--- config.mk ---
export PLATFORM = sky130hd
export DESIGN_NAME = dtg_ctrl
export DESIGN_NICKNAME = d
export VERILOG_FILES = /design/src/common/dtg_pkg.sv /design/src/hdl/dtg_bank_timer.sv /design/src/hdl/dtg_ctrl.sv
export SDC_FILE = /design/constraint.sdc
export NUM_CORES = 2
export LEC_CHECK = 0
export ABC_AREA = 0
export BUFFER_PORTS_ARGS = -buffer_cell sky130_fd_sc_hd__buf_4
export CAP_MARGIN = 10
export CORE_AREA = 2 2 340 342
export DETAILED_ROUTE_END_ITERATION = 8
export DIE_AREA = 0 0 342 344
export SLEW_MARGIN = 10
export SYNTH_ARGS = -nofsm -noshare
export SYNTH_HDL_FRONTEND = slang
export SYNTH_HIERARCHICAL = 1
export SYNTH_SLANG_ARGS = --single-unit
--- constraint.sdc ---
create_clock -name clock -period 4.9 [get_ports clock]
set_clock_uncertainty 0.1 [all_clocks]
set_input_delay 0.245 -clock clock [delete_from_list [all_inputs] [get_ports clock]]
set_output_delay 0.245 -clock clock [all_outputs]
set_load 0.02 [all_outputs]
--- src/common/dtg_pkg.sv ---
// package: ddr2 command spacing constants, command codes and carriers
package dtg_pkg;

  // ****************************************************
  // clock and timing figures
  // ****************************************************
  localparam int CLK_PERIOD_PS  = 25000;   // 40 MHz controller clock
  localparam int TCK_MIN_PS     = 3000;
  localparam int TCK_MAX_PS     = 8000;
  localparam int TMRD_CK        = 2;
  localparam int TRAS_MIN_PS    = 45000;
  localparam int TRAS_MAX_PS    = 70000000;
  localparam int TRCD_PS        = 15000;
  localparam int TRRD_PS        = 7500;
  localparam int TCCD_CK        = 2;
  localparam int TWR_PS         = 15000;
  localparam int TRP_PS         = 15000;
  localparam int TWTR_CK        = 2;
  localparam int TRTP_PS        = 7500;
  localparam int TRFC_PS        = 127500;
  localparam int TXSNR_EXTRA_PS = 10000;
  localparam int TXSRD_CK       = 200;
  localparam int TXP_CK         = 2;
  localparam int TXARD_CK       = 2;
  localparam int TCKE_CK        = 3;
  localparam int TDQSS_QTR      = 1;       // quarter cycles of slack

  // ps minimums rounded up to whole clocks; a longest time rounds down
  function automatic int ceil_ck(input int ps);
    int r;
    r = (ps + CLK_PERIOD_PS - 1) / CLK_PERIOD_PS;
    return (r < 1) ? 1 : r;
  endfunction

  localparam int TRAS_CK   = ceil_ck(TRAS_MIN_PS);
  localparam int TRASX_CK  = TRAS_MAX_PS / CLK_PERIOD_PS;
  localparam int TRCD_CK   = ceil_ck(TRCD_PS);
  localparam int TRRD_CK   = ceil_ck(TRRD_PS);
  localparam int TRTP_CK   = ceil_ck(TRTP_PS);
  localparam int TDAL_CK   = ceil_ck(TWR_PS) + ceil_ck(TRP_PS);
  localparam int TXSNR_CK  = ceil_ck(TRFC_PS + TXSNR_EXTRA_PS);

  localparam int BANKS     = 8;
  localparam int BANK_W    = 3;
  localparam int ROW_W     = 14;
  localparam int COL_W     = 10;
  localparam int CNT_W     = 16;
  localparam int XCNT_W    = 8;

  // ****************************************************
  // commands and carriers
  // ****************************************************
  typedef enum logic [3:0] {
    CMD_NOP, CMD_ACT, CMD_RD, CMD_RDA, CMD_WR, CMD_WRA, CMD_PRE,
    CMD_MRS, CMD_REF, CMD_SRE, CMD_SRX, CMD_PDE, CMD_PDX, CMD_APDX
  } dtg_cmd_t;

  typedef struct packed {
    dtg_cmd_t                cmd;
    logic [BANK_W-1:0]       bank;
    logic [ROW_W-1:0]        addr;
  } dtg_req_t;

  typedef struct packed {
    logic                    cke;
    logic                    cs_n;
    logic                    ras_n;
    logic                    cas_n;
    logic                    we_n;
    logic [BANK_W-1:0]       ba;
    logic [ROW_W-1:0]        a;
  } dtg_pins_t;

endpackage : dtg_pkg

--- src/hdl/dtg_bank_timer.sv ---
// per-bank spacing timers for one ddr2 bank
`timescale 1ns/100ps
`default_nettype none
module dtg_bank_timer #(
  parameter int CW = dtg_pkg::CNT_W,
  parameter int WB = 5  // write latency plus half burst
) (
  input  wire logic          clock,        // controller clock
  input  wire logic          rst,          // sync reset, high
  input  wire logic          act,          // activate this bank
  input  wire logic          rd,           // read to this bank
  input  wire logic          wr,           // write to this bank
  input  wire logic          ap,           // column cmd auto-precharges
  input  wire logic          pre,          // precharge this bank
  output logic               open,         // row open
  output logic               col_ok,       // column cmd allowed
  output logic               pre_ok,       // precharge allowed
  output logic               act_ok,       // activate allowed
  output logic               ras_late      // row open near its limit
);
  logic [CW-1:0] ras_cnt, next_ras_cnt;   // cycles since activate
  logic [CW-1:0] rcd, next_rcd;
  logic [CW-1:0] rtp, next_rtp;
  logic [CW-1:0] rp, next_rp;
  logic          next_open;

  always_comb begin
    next_open    = open;
    next_ras_cnt = (ras_cnt != '1) ? ras_cnt + 1'b1 : ras_cnt;
    next_rcd     = (rcd != '0) ? rcd - 1'b1 : rcd;
    next_rtp     = (rtp != '0) ? rtp - 1'b1 : rtp;
    next_rp      = (rp != '0) ? rp - 1'b1 : rp;
    if (act) begin
      next_open    = 1'b1;
      next_ras_cnt = '0;
      next_rcd     = CW'(dtg_pkg::TRCD_CK - 1);
    end
    if (rd) begin
      next_rtp = CW'(dtg_pkg::TRTP_CK - 1);
    end
    if ((rd || wr) && ap) begin
      next_open = 1'b0;
      // write auto-precharge: write latency plus half burst, then recovery plus precharge period
      next_rp   = wr ? CW'(WB + dtg_pkg::TDAL_CK - 1)
                     : CW'(dtg_pkg::TRTP_CK + dtg_pkg::ceil_ck(dtg_pkg::TRP_PS) - 1);
    end
    if (pre) begin
      next_open = 1'b0;
      next_rp   = CW'(dtg_pkg::ceil_ck(dtg_pkg::TRP_PS) - 1);
    end
  end

  always_ff @(posedge clock) begin
    if (rst) begin
      open    <= 1'b0;
      ras_cnt <= '0;
      rcd     <= '0;
      rtp     <= '0;
      rp      <= '0;
    end else begin
      open    <= next_open;
      ras_cnt <= next_ras_cnt;
      rcd     <= next_rcd;
      rtp     <= next_rtp;
      rp      <= next_rp;
    end
  end

  assign col_ok   = open && (rcd == '0);
  assign pre_ok   = (ras_cnt >= CW'(dtg_pkg::TRAS_CK - 1))
                    && (rtp == '0);
  assign act_ok   = !open && (rp == '0)
                    && (ras_cnt >= CW'(dtg_pkg::TRAS_CK - 1));
  // saturating counter: needs CW wide enough for the open limit
  assign ras_late = open && (ras_cnt >= CW'(dtg_pkg::TRASX_CK - 2));
endmodule // dtg_bank_timer
`default_nettype wire

--- src/hdl/dtg_ctrl.sv ---
// ddr2 command issuer that enforces the device's command spacing
`timescale 1ns/100ps
`default_nettype none
module dtg_ctrl #(
  parameter int WRITE_LATENCY = 3,   // programmed write latency, clocks
  parameter int BURST_LEN     = 4,   // data beats per burst
  parameter int XSRD          = dtg_pkg::TXSRD_CK
) (
  input  wire logic              clock,     // 40 MHz controller clock
  input  wire logic              rst,       // sync reset, high
  input  wire dtg_pkg::dtg_req_t req,       // requested command
  input  wire logic              req_valid, // request present
  output logic                   req_ready, // request would be taken this cycle
  output dtg_pkg::dtg_pins_t     pins,      // command pins, registered
  output logic                   dqs_en,    // write strobe window
  output logic                   row_expire // some open row near limit
);
  // ****************************************************
  // decode of the request
  // ****************************************************
  localparam int XW = dtg_pkg::XCNT_W;
  dtg_pkg::dtg_cmd_t c;
  logic [dtg_pkg::BANKS-1:0] bsel, b_open, b_col, b_pre, b_act, b_late;
  logic [dtg_pkg::BANKS-1:0] b_actp, b_rdp, b_wrp, b_prep;
  logic is_rd, is_wr, is_col, is_ap, allowed, go;
  logic all_closed;

  assign c      = req.cmd;
  assign bsel   = dtg_pkg::BANKS'(1) << req.bank;
  assign is_rd  = (c == dtg_pkg::CMD_RD) || (c == dtg_pkg::CMD_RDA);
  assign is_wr  = (c == dtg_pkg::CMD_WR) || (c == dtg_pkg::CMD_WRA);
  assign is_col = is_rd || is_wr;
  assign is_ap  = (c == dtg_pkg::CMD_RDA) || (c == dtg_pkg::CMD_WRA);
  assign all_closed = (b_open == '0);

  // ****************************************************
  // shared spacing counters
  // ****************************************************
  logic [XW-1:0] mrd, next_mrd;     // after mode register set
  logic [XW-1:0] rrd, next_rrd;     // activate to activate
  logic [XW-1:0] ccd, next_ccd;     // column to column
  logic [XW-1:0] wtr, next_wtr;     // write data end to read
  logic [XW-1:0] xnr, next_xnr;     // exit to non-read
  logic [XW-1:0] xrd, next_xrd;     // exit to read
  logic [XW-1:0] cke_hold, next_cke_hold;
  logic [XW-1:0] wl_cnt, next_wl_cnt;  // write latency then burst
  logic          cke, next_cke;
  logic          wpend, next_wpend;
  dtg_pkg::dtg_pins_t next_pins;
  logic          next_dqs_en;

  function automatic logic [XW-1:0] dn(input logic [XW-1:0] v);
    return (v != '0) ? v - 1'b1 : v;
  endfunction

  // ****************************************************
  // admission check
  // ****************************************************
  always_comb begin
    allowed = 1'b0;
    case (c)
      dtg_pkg::CMD_NOP:  allowed = 1'b1;
      dtg_pkg::CMD_ACT:  allowed = cke && (mrd == '0) && (xnr == '0)
                                   && (rrd == '0)
                                   && |(b_act & bsel);
      dtg_pkg::CMD_RD, dtg_pkg::CMD_RDA:
                         allowed = cke && (mrd == '0) && (ccd == '0)
                                   && (wtr == '0) && !wpend
                                   && (xrd == '0)
                                   && |(b_col & bsel);
      dtg_pkg::CMD_WR, dtg_pkg::CMD_WRA:
                         allowed = cke && (mrd == '0) && (ccd == '0)
                                   && (xnr == '0) && !wpend
                                   && |(b_col & bsel);
      dtg_pkg::CMD_PRE:  allowed = cke && (mrd == '0) && (xnr == '0)
                                   && |(b_pre & bsel);
      dtg_pkg::CMD_MRS, dtg_pkg::CMD_REF:
                         allowed = cke && (mrd == '0) && (xnr == '0)
                                   && all_closed;
      dtg_pkg::CMD_SRE, dtg_pkg::CMD_PDE:
                         allowed = cke && (mrd == '0) && (xnr == '0)
                                   && (cke_hold == '0)
                                   && !wpend;
      dtg_pkg::CMD_SRX, dtg_pkg::CMD_PDX, dtg_pkg::CMD_APDX:
                         allowed = !cke && (cke_hold == '0);
      default:           allowed = 1'b0;
    endcase
  end

  assign req_ready = allowed;
  assign go        = req_valid && allowed;

  // ****************************************************
  // per-bank timers
  // ****************************************************
  assign b_actp = (go && c == dtg_pkg::CMD_ACT) ? bsel : '0;
  assign b_rdp  = (go && is_rd) ? bsel : '0;
  assign b_wrp  = (go && is_wr) ? bsel : '0;
  assign b_prep = (go && c == dtg_pkg::CMD_PRE) ? bsel : '0;

  genvar g;
  generate
    for (g = 0; g < dtg_pkg::BANKS; g++) begin : g_bank
      dtg_bank_timer #(.CW(27), .WB(WRITE_LATENCY + BURST_LEN / 2))
      u_bank (
        .clock    (clock),
        .rst      (rst),
        .act      (b_actp[g]),
        .rd       (b_rdp[g]),
        .wr       (b_wrp[g]),
        .ap       (is_ap),
        .pre      (b_prep[g]),
        .open     (b_open[g]),
        .col_ok   (b_col[g]),
        .pre_ok   (b_pre[g]),
        .act_ok   (b_act[g]),
        .ras_late (b_late[g])
      );
    end
  endgenerate

  // ****************************************************
  // next state of shared counters and pins
  // ****************************************************
  always_comb begin
    next_mrd      = dn(mrd);
    next_rrd      = dn(rrd);
    next_ccd      = dn(ccd);
    next_wtr      = dn(wtr);
    next_xnr      = dn(xnr);
    next_xrd      = dn(xrd);
    next_cke_hold = dn(cke_hold);
    next_wl_cnt   = dn(wl_cnt);
    next_wpend    = wpend;
    next_cke      = cke;
    next_dqs_en   = 1'b0;
    // idle pins: deselect with clock enable as held
    next_pins       = '0;
    next_pins.cs_n  = 1'b1;
    next_pins.ras_n = 1'b1;
    next_pins.cas_n = 1'b1;
    next_pins.we_n  = 1'b1;
    // write strobe toggles from write latency through the burst;
    // at this clock rate the quarter-cycle window is met on the edge
    if (wpend) begin
      next_dqs_en = (wl_cnt <= XW'(BURST_LEN / 2));
      if (wl_cnt == XW'(1)) begin
        next_wpend = 1'b0;
        next_wtr   = XW'(dtg_pkg::TWTR_CK);
      end
    end
    if (go && c != dtg_pkg::CMD_NOP) begin
      next_pins.cs_n = 1'b0;
      next_pins.ba   = req.bank;
      next_pins.a    = req.addr;
      case (c)
        dtg_pkg::CMD_ACT: begin
          next_pins.ras_n = 1'b0;
          next_rrd = XW'(dtg_pkg::TRRD_CK - 1);
        end
        dtg_pkg::CMD_RD, dtg_pkg::CMD_RDA,
        dtg_pkg::CMD_WR, dtg_pkg::CMD_WRA: begin
          next_pins.cas_n = 1'b0;
          next_pins.we_n  = !is_wr;
          next_pins.a[10] = is_ap;
          next_ccd = XW'(dtg_pkg::TCCD_CK - 1);
          if (is_wr) begin
            next_wpend  = 1'b1;
            next_wl_cnt = XW'(WRITE_LATENCY + BURST_LEN / 2);
          end
        end
        dtg_pkg::CMD_PRE: begin
          next_pins.ras_n = 1'b0;
          next_pins.we_n  = 1'b0;
        end
        dtg_pkg::CMD_MRS: begin
          next_pins.ras_n = 1'b0;
          next_pins.cas_n = 1'b0;
          next_pins.we_n  = 1'b0;
          next_mrd = XW'(dtg_pkg::TMRD_CK - 1);
        end
        dtg_pkg::CMD_REF, dtg_pkg::CMD_SRE: begin
          next_pins.ras_n = 1'b0;
          next_pins.cas_n = 1'b0;
          if (c == dtg_pkg::CMD_REF) begin
            next_xnr = XW'(dtg_pkg::ceil_ck(dtg_pkg::TRFC_PS) - 1);
          end
        end
        default: begin
          next_pins.cs_n = 1'b1;
        end
      endcase
      case (c)
        dtg_pkg::CMD_SRE, dtg_pkg::CMD_PDE: begin
          next_cke      = 1'b0;
          next_cke_hold = XW'(dtg_pkg::TCKE_CK - 1);
        end
        dtg_pkg::CMD_SRX: begin
          next_cke      = 1'b1;
          next_cke_hold = XW'(dtg_pkg::TCKE_CK - 1);
          next_xnr = XW'(dtg_pkg::TXSNR_CK);
          next_xrd = XW'(XSRD);
        end
        dtg_pkg::CMD_PDX: begin
          next_cke      = 1'b1;
          next_cke_hold = XW'(dtg_pkg::TCKE_CK - 1);
          next_xnr = XW'(dtg_pkg::TXP_CK);
          next_xrd = XW'(dtg_pkg::TXP_CK);
        end
        dtg_pkg::CMD_APDX: begin
          next_cke      = 1'b1;
          next_cke_hold = XW'(dtg_pkg::TCKE_CK - 1);
          next_xrd = XW'(dtg_pkg::TXARD_CK);
          next_xnr = XW'(dtg_pkg::TXP_CK);
        end
        default: begin
          next_cke = cke;
        end
      endcase
    end
    next_pins.cke = next_cke;
  end

  always_ff @(posedge clock) begin
    if (rst) begin
      mrd      <= '0;
      rrd      <= '0;
      ccd      <= '0;
      wtr      <= '0;
      xnr      <= '0;
      xrd      <= '0;
      cke_hold <= '0;
      wl_cnt   <= '0;
      wpend    <= 1'b0;
      cke      <= 1'b1;
      dqs_en   <= 1'b0;
      pins     <= '{cke: 1'b1, cs_n: 1'b1, ras_n: 1'b1, cas_n: 1'b1,
                    we_n: 1'b1, ba: '0, a: '0};
    end else begin
      mrd      <= next_mrd;
      rrd      <= next_rrd;
      ccd      <= next_ccd;
      wtr      <= next_wtr;
      xnr      <= next_xnr;
      xrd      <= next_xrd;
      cke_hold <= next_cke_hold;
      wl_cnt   <= next_wl_cnt;
      wpend    <= next_wpend;
      cke      <= next_cke;
      dqs_en   <= next_dqs_en;
      pins     <= next_pins;
    end
  end

  assign row_expire = |b_late;
  // is a property of the clock source; 25 ns lies outside the band
  localparam bit CLK_IN_RANGE = (dtg_pkg::CLK_PERIOD_PS >= dtg_pkg::TCK_MIN_PS)
    && (dtg_pkg::CLK_PERIOD_PS <= dtg_pkg::TCK_MAX_PS);
endmodule // dtg_ctrl
`default_nettype wire

==> impl_metrics.toml <==
[run_status]
status = "finished, final reports clean"

[power]
power.total_mw = 42.9
p_int_mw = 24.5
ir_worst_vdd_mv = 0.400
p_switching_mw = 18.4
cellPowerDensity_nw_per_um2 = 756
power_frac_comb = 0.501
power.leakage_nw = 20.5
clkPwrFrac = 0.199
p_sw_frac = 0.429
power_frac_seq = 0.300

[timing]
finalSetupViolations = 0
fin_crit_ps = 4570
worst_slack_ps = 328
slew_viol_final = 0
slew_headroom = 0.221
setup_tns_ps = 0
fin_crit_sh = 0.933
worstMarginPinSlew_ps = 1160
fmax_mhz = 219
hold_viol = 0

[global_route]
overflow = 0
first_global_vias = 41500
grt_use_total = 0.206
grt_pass1_wl_mm = 208
antenna_found_initial = 5
grt_max_degree = 34

[synthesis]
syn_area_per_cell_um2 = 8.22
yosys.area_share.adder = 0.0186
synth_cell_types = 75
ys_ff_latch = 960
synth_mux_area_frac = 0.00782
synth_top_family_by_area = "simple AND/OR/NAND/NOR gates"
ys_async_sr_fraction = 0
synthSimpleGateAreaFrac = 0.334
syn_nets = 6150
synthTopCellsByArea = "dfxtp_1, nor2_1, xnor2_1, nor4_1, or3_1"
synth_compound_area_frac = 0.138
synth_edf_count = 0
synth_cells = 6052
syn_area_um2 = 49800
yosysSeqAreaShare = 0.386
synth-main-ff-cell = "dfxtp_1"
synth_top_area_frac = 0.386
synthXorXnorAreaFrac = 0.0897
yosysTopAreaCell = "dfxtp_1"
yosysWarnings = 6

[placed_design]
placed_cells = 7573
dp_hpwl_mm = 87.2
port_buffers = 48
placedInstanceArea_um2 = 52600
gp_congestion = 0.888
place_ws_ps = -86.6

[routing]
finalWirelength_mm = 124
drc_errors = 0
drt_pass1_iterations = 5
viasPerCell = 5.73
vias = 44800
drtIter0Drc = 2875
drtAntennaViolNets = 0
wl_per_cell_um = 15.9

[final_layout]
layout_commonest_cell = "dfxtp_1"
fill_cells = 11000
drive_gt1_frac = 0.0926
fin_area_um2 = 56800
seq_area_um2 = 19200
syn2layout_area_growth_pct = 14.0
layoutNonFillerInstCount = 7812
layout_common_cells = "dfxtp_1, nor2_1, nand2_1"
multi_input_area_um2 = 29400
final_nets = 6303

[setup_path]
critPathMostFrequentCell = "nor4_1"
worst_path_max_delay_cell = "o211ai_4"
cp_max_fo = 17
slowest_delay_ps = 500
cp-start-kind = "flop"
cp.buffers_inverters = 1
regToRegSetupSlack_ps = 330
reg2reg_depth = 14
cp_top_family = "simple AND/OR/NAND/NOR gates"
critPathKind = "flop to flop"
worst_setup_path_end_kind = "flop"
cp.arrival_ps = 5110
cp_cell_sequence = "nor4_1, nand4_1, nor2_2, nor3_1, mux4_2, nor2b_1, nor4_1, a211o_1, o211ai_4, nor2_1, buf_4, or2_2, a2111oi_0, a31o_2"
r2r-start = "g_bank[1].u_bank/ras_cnt[18]$_SDFFE_PP0P_"
worstReg2RegEnd = "g_bank[5].u_bank/rcd[8]$_SDFFE_PP0P_"
required_ps = 5440

[die]
dieWidth_um = 342
core-area_um2 = 114000
dieArea_um2 = 118000
start_util = 0.437
io_pins = 49
num_rows = 124
die_y_um = 344

[hold_path]
worstHoldEndpoint = "pins[9]$_SDFF_PP0_"
holdPathStages = 3
min_from = "req[9]"
worstHoldPathType = "input pin to flop"

[flow_run]
cap_violations = 0

[clocking]
cts_buffers = 109
cts_root_buf = "clkbuf_16"
tritoncts = "yes"
cts_max_path_buffers = 3
clock_latency_ps = 700
clk_pin_slew_worst_paths_ps = 60
clock_sinks = 960
cts_htree_levels = 3
## per-stage QoR
stage	utilization	hold slack [ps]
after detailed placement	0.462	339
after global routing	0.498	167
after CTS	0.498	141
after floorplan	-	267
after global placement	0.462	336
final	0.498	191
## metal layers
layer  vias up  global-route usage  part of all wire
met2       846               0.322              0.44
met5         -                   0           0.00010
met4         2              0.0572             0.019
li1      22800                   -                 -
met3       158              0.0277             0.046
met1     21000               0.296              0.50
## how the worst max path moves through the flow
| stage | startpoint | endpoint | slack (ps) | cells after the start |
|---|---|---|---|---|
| after floorplan | g_bank[3].u_bank/rp[2]$_SDFFE_PP0P_ | g_bank[3].u_bank/rp[19]$_SDFFE_PP0P_ | 740 | 16 |
| after global placement | g_bank[1].u_bank/ras_cnt[18]$_SDFFE_PP0P_ | g_bank[1].u_bank/rp[25]$_SDFFE_PP0P_ | -10 | 16 |
| after detailed placement | g_bank[1].u_bank/ras_cnt[18]$_SDFFE_PP0P_ | g_bank[1].u_bank/rp[19]$_SDFFE_PP0P_ | -90 | 16 |
| after CTS | g_bank[1].u_bank/ras_cnt[18]$_SDFFE_PP0P_ | g_bank[6].u_bank/rp[19]$_SDFFE_PP0P_ | 30 | 16 |
| after global routing | g_bank[1].u_bank/ras_cnt[1]$_SDFFE_PP0P_ | g_bank[0].u_bank/rp[11]$_SDFFE_PP0P_ | -20 | 17 |
| final | g_bank[1].u_bank/ras_cnt[18]$_SDFFE_PP0P_ | g_bank[5].u_bank/rcd[8]$_SDFFE_PP0P_ | 330 | 14 |
## power by group through the flow
stage | logic, mW | registers [mW] | clock network (mW)
floorplan | 16.5 | 12.3 | 0
detailed placement | 21.1 | 13.0 | 0
global route | 24.3 | 13.3 | 9.11
CTS | 21.3 | 12.9 | 8.78
global placement | 20.9 | 12.9 | 0
finish | 21.5 | 12.9 | 8.53
## synth_stat cells, drive strengths merged, types with 9 or more instances
cell and count:
dfxtp 960, nor2 826, nand2 399, a21oi 340, xnor2 326, nor4 304
or3 300, o21ai 237, nor3 233, nand4 195, nand3 191, xor2 184
clkbuf 164, or4 134, inv 116, and2 100, and4 87, a211oi 83
o31ai 80, ha 74, or2 69, o211ai 68, o311ai 48, buf 47
and3 45, nor2b 44, nor4b 43, a31o 42, nand2b 34, mux2i 31
a32o 26, nand4b 26, a2111oi 25, o41ai 24, nor3b 22, o2111ai 22
a21boi 16, a31oi 16, nand3b 10, a311oi 9
## state kept, by name (all words and copies together), names as in the netlist, 21 cells and up
| name | cells |
|---|---|
| g_bank.u_bank/ras_cnt | 216 |
| g_bank.u_bank/rcd | 216 |
| g_bank.u_bank/rp | 216 |
| g_bank.u_bank/rtp | 216 |
| pins | 21 |
## worst register-to-register path: stages (launching register included)
cell	delay, ps
dfxtp_1	350
nor4_1	340
nand4_1	290
nor2_2	380
nor3_1	110
mux4_2	470
nor2b_1	160
nor4_1	70
a211o_1	390
o211ai_4	500
nor2_1	90
buf_4	170
or2_2	470
a2111oi_0	460
a31o_2	160
## area by class of cell
cell class              count  share of cell area
multi-input cells        4765               0.517
flip-flops and latches    960               0.339
clock buffers             164              0.0580
repair buffers            253              0.0360
well taps                1512              0.0333
clock inverters            40             0.00917
inverters                 116             0.00767
diodes                      2           0.0000882
## logic make-up after synthesis
logic type | count (synthesis)
AOI/OAI and AO/OA | 1063
and+or+nand+nor | 3082
adders and majority gates | 74
DFF | 960
buffers and inverters | 327
muxes | 36
xor gates and xnor gates | 510
## repair_timing
item                                    in CTS  in global routing
endpoints found under the setup margin      28                 88
pin swaps                                    0                  1
buffers inserted                             0                  3
endpoints found under the hold margin       36                  0
cloned                                       0                  0
hold buffers                                28                  0
resized for setup                            2                 18
No activity file was read; power rests on OpenSTA's default activity.
